`src/include/pllcc_map.svh`:
```
// register offsets, field positions, reset values and counts of the block
`ifndef PLLCC_MAP_SVH
`define PLLCC_MAP_SVH

`define PLLCC_ADDR_W 8
`define PLLCC_DATA_W 8

`define PLLCC_OFS_FLAGS 8'h07
`define PLLCC_OFS_RXCTL 8'h08
`define PLLCC_OFS_PLLEN 8'h0A
`define PLLCC_OFS_LOOPF 8'h0C
`define PLLCC_OFS_DIVCT 8'h0D

`define PLLCC_BIT_SUST_FAIL 3
`define PLLCC_BIT_SAMP_FAIL 2

`define PLLCC_BIT_CONV_DUTY 7
`define PLLCC_BIT_REF_DUTY 6
`define PLLCC_BIT_CONV_CROSS 5
`define PLLCC_BIT_REF_CROSS 4
`define PLLCC_RST_CONV_DUTY 1'h0
`define PLLCC_RST_REF_DUTY 1'h0
`define PLLCC_RST_CONV_CROSS 1'h1
`define PLLCC_RST_REF_CROSS 1'h1

`define PLLCC_BIT_PLL_EN 7
`define PLLCC_BIT_MAN_EN 6
`define PLLCC_BAND_HI 5
`define PLLCC_BAND_LO 0
`define PLLCC_RST_PLL_EN 1'h0
`define PLLCC_RST_MAN_EN 1'h1
`define PLLCC_RST_BAND 6'h00

`define PLLCC_BW_HI 7
`define PLLCC_BW_LO 6
`define PLLCC_CP_HI 4
`define PLLCC_CP_LO 0
`define PLLCC_RST_BW 2'h3
`define PLLCC_RST_CP 5'h11

`define PLLCC_CDIV_HI 7
`define PLLCC_CDIV_LO 6
`define PLLCC_BIT_XCTL_EN 4
`define PLLCC_ODIV_HI 3
`define PLLCC_ODIV_LO 2
`define PLLCC_LDIV_HI 1
`define PLLCC_LDIV_LO 0
`define PLLCC_RST_CDIV 2'h3
`define PLLCC_RST_XCTL_EN 1'h1
`define PLLCC_RST_ODIV 2'h2
`define PLLCC_RST_LDIV 2'h1

// ratio = 2 ** (code + shift), optionally capped
`define PLLCC_SHIFT_CDIV 3'h1
`define PLLCC_SHIFT_ODIV 3'h0
`define PLLCC_SHIFT_LDIV 3'h1
`define PLLCC_CAP_NONE 5'h10
`define PLLCC_CAP_ODIV 5'h04

`define PLLCC_AUTO_CLR_PAIRS 8

`endif

```
`src/include/pllcc_pkg.sv`:
```
// types and shared functions of the clock configuration block
package pllcc_pkg;

  typedef enum logic [1:0] {
    PLLCC_FLAG_IDLE = 2'h1,
    PLLCC_FLAG_HELD = 2'h2
  } pllcc_flag_st_t;

  // power-of-two divide ratio from a 2-bit code, with an upper cap
  function automatic logic [4:0] pllcc_ratio_f(
    input logic [1:0] code,
    input logic [2:0] shift,
    input logic [4:0] cap
  );
    logic [4:0] r;
    r = 5'h01 << ({1'b0, code} + shift);
    if (r > cap) begin
      r = cap;
    end
    return r;
  endfunction : pllcc_ratio_f

endpackage : pllcc_pkg

```
`src/pllcc_top.sv`:
```
// clock path configuration registers and pattern-check event flags
//
// Function
// - sustained check mismatch sets flag bit 3; eight valid pairs clear it
// - sample check mismatch sets flag bit 2; held until software clears it
// - writing one to a flag bit clears it unless a mismatch sets it in the same cycle; zero bits leave it unchanged
// - register 0x08 bits 7/6: duty correction enables, reset zero
// - register 0x08 bits 5/4: crossing correction enables, reset one
// - register 0x0A bit 7 enables the PLL from the reference clock, reset zero
// - bit 6 set selects manual oscillator band from bits 5:0, software picks it
// - register 0x0C bits 7:6 loop bandwidth, 00 widest, reset 11
// - register 0x0C bits 4:0 charge pump current, reset 10001
// - register 0x0D bits 7:6 controller divider 2/4/8/16, reset 11
// - register 0x0D bit 4 enables cross-point controller, reset one
// - register 0x0D bits 3:2 oscillator divider, 00 gives 1, 01 gives 2
// - oscillator divider codes 10 and 11 both give 4
// - register 0x0D bits 1:0 loop divider 2/4/8/16, reset 01
`timescale 1ns/1ps
`include "pllcc_map.svh"

module pllcc_top
  import pllcc_pkg::*;
#(
  parameter int ADDR_W = `PLLCC_ADDR_W,
  parameter int DATA_W = `PLLCC_DATA_W,
  parameter int CLR_PAIRS = `PLLCC_AUTO_CLR_PAIRS
) (
  input wire logic sys_clk,
  input wire logic rst,
  input wire logic [ADDR_W-1:0] reg_addr,
  input wire logic [DATA_W-1:0] reg_wdata,
  input wire logic reg_wr,
  input wire logic reg_rd,
  output logic [DATA_W-1:0] reg_rdata,
  output logic reg_rvalid,
  input wire logic sustained_mismatch,
  input wire logic sample_mismatch,
  input wire logic valid_pair,
  output logic sustained_fail_flag,
  output logic sample_fail_flag,
  output logic conv_duty_corr_en,
  output logic ref_duty_corr_en,
  output logic conv_cross_corr_en,
  output logic ref_cross_corr_en,
  output logic pll_en,
  output logic manual_band_en,
  output logic [5:0] manual_oscillator_band,
  output logic [1:0] loop_bandwidth,
  output logic [4:0] charge_pump_current,
  output logic [1:0] controller_clock_divider,
  output logic cross_ctl_en,
  output logic [1:0] oscillator_output_divider,
  output logic [1:0] loop_divider,
  output logic [4:0] controller_clock_ratio,
  output logic [4:0] oscillator_output_ratio,
  output logic [4:0] loop_ratio
);

  if (ADDR_W < 8 || DATA_W != 8) begin : g_chk
    $error("pllcc_top: need ADDR_W >= 8 and DATA_W == 8");
  end

  // offset match helper, shared by read and write decode
  function automatic logic hit(
    input logic [ADDR_W-1:0] a,
    input logic [7:0] ofs
  );
    return a == ADDR_W'(ofs);
  endfunction : hit

  logic wr_flags;
  logic wr_rxctl;
  logic wr_pllen;
  logic wr_loopf;
  logic wr_divct;

  always_comb begin
    wr_flags = reg_wr && hit(reg_addr, `PLLCC_OFS_FLAGS);
    wr_rxctl = reg_wr && hit(reg_addr, `PLLCC_OFS_RXCTL);
    wr_pllen = reg_wr && hit(reg_addr, `PLLCC_OFS_PLLEN);
    wr_loopf = reg_wr && hit(reg_addr, `PLLCC_OFS_LOOPF);
    wr_divct = reg_wr && hit(reg_addr, `PLLCC_OFS_DIVCT);
  end

  // clock receiver control
  logic conv_duty_r, conv_duty_nxt;
  logic ref_duty_r, ref_duty_nxt;
  logic conv_cross_r, conv_cross_nxt;
  logic ref_cross_r, ref_cross_nxt;

  always_comb begin
    conv_duty_nxt = conv_duty_r;
    ref_duty_nxt = ref_duty_r;
    conv_cross_nxt = conv_cross_r;
    ref_cross_nxt = ref_cross_r;
    if (wr_rxctl) begin
      conv_duty_nxt = reg_wdata[`PLLCC_BIT_CONV_DUTY];
      ref_duty_nxt = reg_wdata[`PLLCC_BIT_REF_DUTY];
      conv_cross_nxt = reg_wdata[`PLLCC_BIT_CONV_CROSS];
      ref_cross_nxt = reg_wdata[`PLLCC_BIT_REF_CROSS];
    end
  end

  always_ff @(posedge sys_clk or posedge rst) begin
    if (rst) begin
      conv_duty_r <= `PLLCC_RST_CONV_DUTY;
      ref_duty_r <= `PLLCC_RST_REF_DUTY;
      conv_cross_r <= `PLLCC_RST_CONV_CROSS;
      ref_cross_r <= `PLLCC_RST_REF_CROSS;
    end else begin
      conv_duty_r <= conv_duty_nxt;
      ref_duty_r <= ref_duty_nxt;
      conv_cross_r <= conv_cross_nxt;
      ref_cross_r <= ref_cross_nxt;
    end
  end

  // PLL enable and manual band
  logic pll_en_r, pll_en_nxt;
  logic man_en_r, man_en_nxt;
  logic [5:0] band_r, band_nxt;

  always_comb begin
    pll_en_nxt = pll_en_r;
    man_en_nxt = man_en_r;
    band_nxt = band_r;
    if (wr_pllen) begin
      pll_en_nxt = reg_wdata[`PLLCC_BIT_PLL_EN];
      man_en_nxt = reg_wdata[`PLLCC_BIT_MAN_EN];
      band_nxt = reg_wdata[`PLLCC_BAND_HI:`PLLCC_BAND_LO];
    end
  end

  // band is not checked: software owns picking a band that locks
  always_ff @(posedge sys_clk or posedge rst) begin
    if (rst) begin
      pll_en_r <= `PLLCC_RST_PLL_EN;
      man_en_r <= `PLLCC_RST_MAN_EN;
      band_r <= `PLLCC_RST_BAND;
    end else begin
      pll_en_r <= pll_en_nxt;
      man_en_r <= man_en_nxt;
      band_r <= band_nxt;
    end
  end

  // loop filter and charge pump
  logic [1:0] bw_r, bw_nxt;
  logic [4:0] cp_r, cp_nxt;

  always_comb begin
    bw_nxt = bw_r;
    cp_nxt = cp_r;
    if (wr_loopf) begin
      bw_nxt = reg_wdata[`PLLCC_BW_HI:`PLLCC_BW_LO];
      cp_nxt = reg_wdata[`PLLCC_CP_HI:`PLLCC_CP_LO];
    end
  end

  always_ff @(posedge sys_clk or posedge rst) begin
    if (rst) begin
      bw_r <= `PLLCC_RST_BW;
      cp_r <= `PLLCC_RST_CP;
    end else begin
      bw_r <= bw_nxt;
      cp_r <= cp_nxt;
    end
  end

  // dividers
  logic [1:0] cdiv_r, cdiv_nxt;
  logic xctl_r, xctl_nxt;
  logic [1:0] odiv_r, odiv_nxt;
  logic [1:0] ldiv_r, ldiv_nxt;

  // no guard on the controller divider: software keeps its clock legal
  always_comb begin
    cdiv_nxt = cdiv_r;
    xctl_nxt = xctl_r;
    odiv_nxt = odiv_r;
    ldiv_nxt = ldiv_r;
    if (wr_divct) begin
      cdiv_nxt = reg_wdata[`PLLCC_CDIV_HI:`PLLCC_CDIV_LO];
      xctl_nxt = reg_wdata[`PLLCC_BIT_XCTL_EN];
      odiv_nxt = reg_wdata[`PLLCC_ODIV_HI:`PLLCC_ODIV_LO];
      ldiv_nxt = reg_wdata[`PLLCC_LDIV_HI:`PLLCC_LDIV_LO];
    end
  end

  always_ff @(posedge sys_clk or posedge rst) begin
    if (rst) begin
      cdiv_r <= `PLLCC_RST_CDIV;
      xctl_r <= `PLLCC_RST_XCTL_EN;
      odiv_r <= `PLLCC_RST_ODIV;
      ldiv_r <= `PLLCC_RST_LDIV;
    end else begin
      cdiv_r <= cdiv_nxt;
      xctl_r <= xctl_nxt;
      odiv_r <= odiv_nxt;
      ldiv_r <= ldiv_nxt;
    end
  end

  // ratios lag their code by one cycle
  pllcc_ratio #(
    .SHIFT(`PLLCC_SHIFT_CDIV),
    .CAP(`PLLCC_CAP_NONE)
  ) u_cdiv (
    .sys_clk(sys_clk),
    .rst(rst),
    .code(cdiv_r),
    .ratio(controller_clock_ratio)
  );

  pllcc_ratio #(
    .SHIFT(`PLLCC_SHIFT_ODIV),
    .CAP(`PLLCC_CAP_ODIV)
  ) u_odiv (
    .sys_clk(sys_clk),
    .rst(rst),
    .code(odiv_r),
    .ratio(oscillator_output_ratio)
  );

  pllcc_ratio #(
    .SHIFT(`PLLCC_SHIFT_LDIV),
    .CAP(`PLLCC_CAP_NONE)
  ) u_ldiv (
    .sys_clk(sys_clk),
    .rst(rst),
    .code(ldiv_r),
    .ratio(loop_ratio)
  );

  // event flags
  logic sust_flag;
  logic samp_flag;

  pllcc_flag #(
    .AUTO_CLR(1'b1),
    .CLR_PAIRS(CLR_PAIRS)
  ) u_sust (
    .sys_clk(sys_clk),
    .rst(rst),
    .set_evt(sustained_mismatch),
    .clr_w1c(wr_flags && reg_wdata[`PLLCC_BIT_SUST_FAIL]),
    .valid_pair(valid_pair),
    .flag(sust_flag)
  );

  pllcc_flag #(
    .AUTO_CLR(1'b0),
    .CLR_PAIRS(CLR_PAIRS)
  ) u_samp (
    .sys_clk(sys_clk),
    .rst(rst),
    .set_evt(sample_mismatch),
    .clr_w1c(wr_flags && reg_wdata[`PLLCC_BIT_SAMP_FAIL]),
    .valid_pair(1'b0),
    .flag(samp_flag)
  );

  // read path, one cycle after the strobe; unmapped reads return zero
  logic [DATA_W-1:0] rdata_r, rdata_nxt;
  logic rvalid_r, rvalid_nxt;

  always_comb begin
    rdata_nxt = '0;
    rvalid_nxt = reg_rd;
    if (reg_rd) begin
      if (hit(reg_addr, `PLLCC_OFS_FLAGS)) begin
        rdata_nxt[`PLLCC_BIT_SUST_FAIL] = sust_flag;
        rdata_nxt[`PLLCC_BIT_SAMP_FAIL] = samp_flag;
      end else if (hit(reg_addr, `PLLCC_OFS_RXCTL)) begin
        rdata_nxt[`PLLCC_BIT_CONV_DUTY] = conv_duty_r;
        rdata_nxt[`PLLCC_BIT_REF_DUTY] = ref_duty_r;
        rdata_nxt[`PLLCC_BIT_CONV_CROSS] = conv_cross_r;
        rdata_nxt[`PLLCC_BIT_REF_CROSS] = ref_cross_r;
      end else if (hit(reg_addr, `PLLCC_OFS_PLLEN)) begin
        rdata_nxt[`PLLCC_BIT_PLL_EN] = pll_en_r;
        rdata_nxt[`PLLCC_BIT_MAN_EN] = man_en_r;
        rdata_nxt[`PLLCC_BAND_HI:`PLLCC_BAND_LO] = band_r;
      end else if (hit(reg_addr, `PLLCC_OFS_LOOPF)) begin
        rdata_nxt[`PLLCC_BW_HI:`PLLCC_BW_LO] = bw_r;
        rdata_nxt[`PLLCC_CP_HI:`PLLCC_CP_LO] = cp_r;
      end else if (hit(reg_addr, `PLLCC_OFS_DIVCT)) begin
        rdata_nxt[`PLLCC_CDIV_HI:`PLLCC_CDIV_LO] = cdiv_r;
        rdata_nxt[`PLLCC_BIT_XCTL_EN] = xctl_r;
        rdata_nxt[`PLLCC_ODIV_HI:`PLLCC_ODIV_LO] = odiv_r;
        rdata_nxt[`PLLCC_LDIV_HI:`PLLCC_LDIV_LO] = ldiv_r;
      end
    end
  end

  always_ff @(posedge sys_clk or posedge rst) begin
    if (rst) begin
      rdata_r <= '0;
      rvalid_r <= 1'b0;
    end else begin
      rdata_r <= rdata_nxt;
      rvalid_r <= rvalid_nxt;
    end
  end

  assign reg_rdata = rdata_r;
  assign reg_rvalid = rvalid_r;
  assign sustained_fail_flag = sust_flag;
  assign sample_fail_flag = samp_flag;
  assign conv_duty_corr_en = conv_duty_r;
  assign ref_duty_corr_en = ref_duty_r;
  assign conv_cross_corr_en = conv_cross_r;
  assign ref_cross_corr_en = ref_cross_r;
  assign pll_en = pll_en_r;
  assign manual_band_en = man_en_r;
  assign manual_oscillator_band = band_r;
  assign loop_bandwidth = bw_r;
  assign charge_pump_current = cp_r;
  assign controller_clock_divider = cdiv_r;
  assign cross_ctl_en = xctl_r;
  assign oscillator_output_divider = odiv_r;
  assign loop_divider = ldiv_r;

endmodule : pllcc_top

```
`src/pllcc_flag.sv`:
```
// latched event flag with write-one clear and optional self clear
`timescale 1ns/1ps
`include "pllcc_map.svh"

module pllcc_flag
  import pllcc_pkg::*;
#(
  parameter bit AUTO_CLR = 1'b0,
  parameter int CLR_PAIRS = `PLLCC_AUTO_CLR_PAIRS
) (
  input wire logic sys_clk,
  input wire logic rst,
  input wire logic set_evt,
  input wire logic clr_w1c,
  input wire logic valid_pair,
  output logic flag
);

  localparam int CW = $clog2(CLR_PAIRS + 1);

  if (CLR_PAIRS < 1) begin : g_chk
    $error("pllcc_flag: CLR_PAIRS must be at least 1");
  end

  pllcc_flag_st_t st_r;
  pllcc_flag_st_t st_nxt;
  logic [CW-1:0] cnt_r;
  logic [CW-1:0] cnt_nxt;
  // flag kept in its own flop so the top's flag outputs come from a flop
  logic flag_r;
  logic flag_nxt;

  always_comb begin
    st_nxt = st_r;
    cnt_nxt = cnt_r;
    case (st_r)
      PLLCC_FLAG_IDLE: begin
        cnt_nxt = '0;
        if (set_evt) begin
          st_nxt = PLLCC_FLAG_HELD;
        end
      end
      PLLCC_FLAG_HELD: begin
        // a new mismatch wins over a clear in the same cycle
        if (set_evt) begin
          cnt_nxt = '0;
        end else if (clr_w1c) begin
          st_nxt = PLLCC_FLAG_IDLE;
          cnt_nxt = '0;
        end else if (AUTO_CLR && valid_pair) begin
          if (cnt_r == CW'(CLR_PAIRS - 1)) begin
            st_nxt = PLLCC_FLAG_IDLE;
            cnt_nxt = '0;
          end else begin
            cnt_nxt = cnt_r + CW'(1);
          end
        end
      end
      default: begin
        st_nxt = PLLCC_FLAG_IDLE;
        cnt_nxt = '0;
      end
    endcase
    flag_nxt = (st_nxt == PLLCC_FLAG_HELD);
  end

  always_ff @(posedge sys_clk or posedge rst) begin
    if (rst) begin
      st_r <= PLLCC_FLAG_IDLE;
      cnt_r <= '0;
      flag_r <= 1'b0;
    end else begin
      st_r <= st_nxt;
      cnt_r <= cnt_nxt;
      flag_r <= flag_nxt;
    end
  end

  assign flag = flag_r;

endmodule : pllcc_flag

```
`src/pllcc_ratio.sv`:
```
// registered decode of a divider code into its ratio
`timescale 1ns/1ps
`include "pllcc_map.svh"

module pllcc_ratio
  import pllcc_pkg::*;
#(
  parameter logic [2:0] SHIFT = `PLLCC_SHIFT_LDIV,
  parameter logic [4:0] CAP = `PLLCC_CAP_NONE
) (
  input wire logic sys_clk,
  input wire logic rst,
  input wire logic [1:0] code,
  output logic [4:0] ratio
);

  logic [4:0] ratio_r;
  logic [4:0] ratio_nxt;

  always_comb begin
    ratio_nxt = pllcc_ratio_f(code, SHIFT, CAP);
  end

  // reads zero while in reset; decoded from the first edge after release
  always_ff @(posedge sys_clk or posedge rst) begin
    if (rst) begin
      ratio_r <= 5'h00;
    end else begin
      ratio_r <= ratio_nxt;
    end
  end

  assign ratio = ratio_r;

endmodule : pllcc_ratio

```
`config.mk`:
```
export PLATFORM = sky130hd
export DESIGN_NAME = pllcc_top
export DESIGN_NICKNAME = d
export VERILOG_FILES = /design/src/include/pllcc_pkg.sv /design/src/pllcc_top.sv /design/src/pllcc_flag.sv /design/src/pllcc_ratio.sv
export VERILOG_INCLUDE_DIRS = /design/src /design/src/include
export SDC_FILE = /design/constraint.sdc
export NUM_CORES = 1
export LEC_CHECK = 0
export BUFFER_PORTS_ARGS = -buffer_cell sky130_fd_sc_hd__buf_2
export CAP_MARGIN = 30
export CORE_ASPECT_RATIO = 0.75
export CORE_MARGIN = 3
export CORE_UTILIZATION = 40
export DETAILED_ROUTE_END_ITERATION = 10
export MAX_ROUTING_LAYER = met4
export PLACE_DENSITY_LB_ADDON = 0.2
export SYNTH_ARGS = -nofsm -noshare
export SYNTH_HDL_FRONTEND = slang
export SYNTH_SLANG_ARGS = --single-unit
export TNS_END_PERCENT = 30
```
`constraint.sdc`:
```
create_clock -name sys_clk -period 3.8 [get_ports sys_clk]
set_input_delay 0 -clock sys_clk [delete_from_list [all_inputs] [get_ports sys_clk]]
set_output_delay 0 -clock sys_clk [all_outputs]
set_load 0.01 [all_outputs]
```
==> results.md <==
* Core area at 0.006066 mm2
* Final hold vios at 0
* Largest cells by area after synthesis: sky130_fd_sc_hd__dfrtp_1, sky130_fd_sc_hd__dfstp_2, sky130_fd_sc_hd__mux2_2, sky130_fd_sc_hd__mux2i_1, sky130_fd_sc_hd__a21oi_1
* Pins over their slew limit at 0
* CTS tree: done
* Via count of the first global-routing pass at 1960
* Nature of the critical path startpoint: register
* Initial cell density of the core at 42.99%
* Simple-gate area share of the yosys netlist at 14.59%
* Post-route fraction of the period consumed by the critical path at 40.71%
* Worst relative slew slack at 49.74%
* Result of the run: finished, final reports clean
* Remaining routing DRC violations at 0
* Unrepaired setup endpoints after global routing: false
* Count of different cell masters after synthesis at 44
* Number of placement rows at 24
* Number of max-cap violations at 0
* HPWL after detailed placement at 4180 um
* Main synth FF type: sky130_fd_sc_hd__dfrtp_1
* Number of primary I/O pins at 75
* Mux contribution to synthesized area at 14.78%
* Clock Root Buffer: sky130_fd_sc_hd__clkbuf_8
* Worst path depth at 5
* Crit-path slowest cell: sky130_fd_sc_hd__dfstp_2
* Total die area at 0.007534 mm2
* Die height at 75.92 um
* Number of setup buffers added after CTS at 0
* Clk sinks at 59
* Power density over the cells at 461.7 mW/mm2
* Type of destination of the critical path: register
* Total of warnings raised by yosys at 0
* Maximum number of pins on one net before global-route repair at 60
* Port bufs at 73
* Syn_area_per_cell at 12.48 um2
* Antenna cells at 0
* Dominant cell type by area after synthesis: sky130_fd_sc_hd__dfrtp_1
* Dominant combinational cell family by area after synthesis: multiplexers
* TNS Setup at 0 ns
* Termination of the worst setup path: u_sust.flag$_DFF_PP0_
* CP Data Arrival Time at 1.79 ns
* Layout overhead on the synthesized area at 28.31%
* Power after layout at 1.545 mW
* Min-delay worst type: in2reg
* Setup slack on the worst flop-to-flop path at 2.25 ns
* Hold slack final at 0.01002 ns
* CTS clk-pin slew, worst paths at 0.06 ns
* End of the worst register-to-register path: u_sust.flag$_DFF_PP0_
* Final setup violating endpoints at 0
* Maximum clock frequency at 646.4 MHz
* Final setup skew at 0.008276 ns
* Worst supply voltage drop on vdd at 330.9 uV
* First-pass detailed-route iteration total at 4
* Bufs on Longest Clock Path at 2
* Transition at the pin with the smallest max-transition slack at 0.7538 ns
* Cell Area, Synth at 0.002608 mm2
* H-Tree Depth at 3
* Clock latency at the later pin of the worst-skew pair at 0.33 ns
* Antenna violations before repair at 0
* Synth top area share at 43.19%
* Crit path cell chain: inv_1 > ha_1 > a211oi_1 > o311ai_2 > a21oi_1
* Count of filler cells inserted in the layout at 568
* R2R cell count at 5
* Sequential share of the synthesized area at 57.29%
* Detailed-route via count at 1890
* Number of register bits inferred by synthesis at 59
* DRC marker count from the first detailed-route iteration at 104
* Number of nets in the finished design at 331
* Inserted Clock Buffers at 9
* Post-synthesis xor/xnor area fraction at 0.3359%
* Worst reg2reg path startpoint: u_sust.st_r[0]$_DFF_PP1_
* Worst Setup Slack, final at 2.253 ns
* Sum of buffers and inverters on the critical path at 1
* Commonest non-fill, non-tap cell in the layout: sky130_fd_sc_hd__buf_2
* Placement-stage worst setup slack at 2.220 ns
* Maximum fanout encountered on the critical timing path at 4
* Die X-Extent at 99.23 um
* Highest-count cells in the layout ignoring fill and taps: sky130_fd_sc_hd__buf_2, sky130_fd_sc_hd__dfrtp_1, sky130_fd_sc_hd__mux2_2, sky130_fd_sc_hd__nor2_1, sky130_fd_sc_hd__dfstp_2
* Share of synthesized registers carrying an async set or reset at 100.0%
* GRT Resource Usage Total at 16.93%
* Delay of the slowest critical-path stage at 0.56 ns
* First-pass GRT wire length at 9860 um
* EDFF count, synth at 0
* Crit path max-delay family: flip-flops
* Final ANT Viol Nets at 0
* Tmin final at 1.547 ns
* Compound-gate portion of the synthesized area at 6.814%
* Fraction of the mapped netlist area in adder cells at 2.399%
* Total congestion overflow after global routing at 0
* Total wire length after detailed routing at 5788 um
* Vias/cell at 4.896
* Post-Syn Instances at 209
* Fraction of layout instances using a drive strength above 1 at 45.45%
* Origin of the worst setup path: u_sust.st_r[0]$_DFF_PP1_
* Non-filler cells in the finished layout at 386
* Critical setup path kind: reg2reg
* Reported leakage power at 1.746 nW
* Routability-driven placement congestion ratio at 0.7955
* Average routed wire per standard cell at 14.99 um
* Worst path required time at 4.05 ns
* Placed insts at 358
-- per-stage QoR --
stage / area (um2) / utilization, %
3_5_place_dp: 3043 / 50.17
2_1_floorplan: 2619 / -
6_report: 3346 / 55.16
5_1_grt: 3346 / 55.16
4_1_cts: 3346 / 55.16
3_3_place_gp: 3043 / 50.17
-- synthesized netlist by cell type, types with 2 or more instances --
master	n
sky130_fd_sc_hd__a21oi_1	13
sky130_fd_sc_hd__a22oi_1	2
sky130_fd_sc_hd__dfstp_2	14
sky130_fd_sc_hd__a21o_1	2
sky130_fd_sc_hd__o21ai_0	3
sky130_fd_sc_hd__nor3_1	6
sky130_fd_sc_hd__nand3_4	2
sky130_fd_sc_hd__ha_1	5
sky130_fd_sc_hd__and2_1	3
sky130_fd_sc_hd__nor2b_1	8
sky130_fd_sc_hd__buf_4	2
sky130_fd_sc_hd__and4b_1	2
sky130_fd_sc_hd__mux2_2	28
sky130_fd_sc_hd__nand3_1	2
sky130_fd_sc_hd__nor2_1	16
sky130_fd_sc_hd__mux2i_1	7
sky130_fd_sc_hd__inv_1	13
sky130_fd_sc_hd__nand4_1	3
sky130_fd_sc_hd__nand2_1	8
sky130_fd_sc_hd__buf_6	2
sky130_fd_sc_hd__dfrtp_1	45
-- flip-flops by register name (all words and copies together) (netlist names), 4 cells and up --
| signal | cells |
|---|---|
| reg_rdata | 8 |
| manual_oscillator_band | 6 |
| u_odiv.ratio | 4 |
| charge_pump_current | 5 |
| u_cdiv.ratio | 5 |
| u_sust.cnt_r | 4 |
| u_ldiv.ratio | 5 |
-- worst register-to-register path, cell delays in order (launching register included) --
cell and delay (ns):
sky130_fd_sc_hd__dfstp_2 0.56, sky130_fd_sc_hd__inv_1 0.05, sky130_fd_sc_hd__ha_1 0.32, sky130_fd_sc_hd__a211oi_1 0.23, sky130_fd_sc_hd__o311ai_2 0.17, sky130_fd_sc_hd__a21oi_1 0.15
-- power breakdown --
part           switching [mW]  leakage, nW  internal [mW]  total [mW]
registers              0.0416        0.745          0.694       0.736
clock network           0.230       0.0965          0.289       0.519
logic                   0.156        0.905          0.134       0.290
total                   0.428         1.75           1.12        1.54
-- how the worst min path moves through the flow --
stage | startpoint | endpoint | slack, ns | depth (start not counted)
final | valid_pair | u_sust.cnt_r[1]$_DFFE_PP0P_ | 0.01 | 3
after global routing | valid_pair | u_sust.cnt_r[1]$_DFFE_PP0P_ | 0.003 | 3
after CTS | valid_pair | u_sust.cnt_r[1]$_DFFE_PP0P_ | 0.003 | 3
after detailed placement | reg_rd | reg_rvalid$_DFF_PP0_ | 0.12 | 1
after global placement | reg_rd | reg_rvalid$_DFF_PP0_ | 0.13 | 1
after floorplan | reg_rd | reg_rvalid$_DFF_PP0_ | 0.03 | 0
-- cells by family after synthesis --
group / after synthesis
fa+ha+maj: 5
other cells: 1
flops: 59
xor+xnor: 1
compound gates: 27
mux: 35
buf+inv: 19
simple gates: 62
-- per-layer routing --
layer	GRT usage (%)	vias to the layer above	routed length [um]
met5	-	-	0
met4	3.683	0	61
met3	5.872	7	281
met2	24.73	48	2703
met1	22.90	926	2741
li1	-	909	-
-- timing repair --
action | 4_1_cts | 5_1_grt
resized for setup | 0 | 0
hold buffers | 12 | 0
hold endpoints to repair | 75 | 0
-- final cells by class --
| type | instances | area (um2) | share of cell area [%] |
|---|---|---|---|
| Clock buffer | 14 | 172.7 | 5.161 |
| Clock inverter | 2 | 10.01 | 0.2992 |
| Inverter | 13 | 48.80 | 1.458 |
| Multi-Input combinational cell | 134 | 1030 | 30.78 |
| Sequential cell | 59 | 1494 | 44.65 |
| Tap cell | 78 | 97.59 | 2.917 |
| Timing Repair Buffer | 86 | 493.0 | 14.73 |
(Power assumes the default switching activity.)
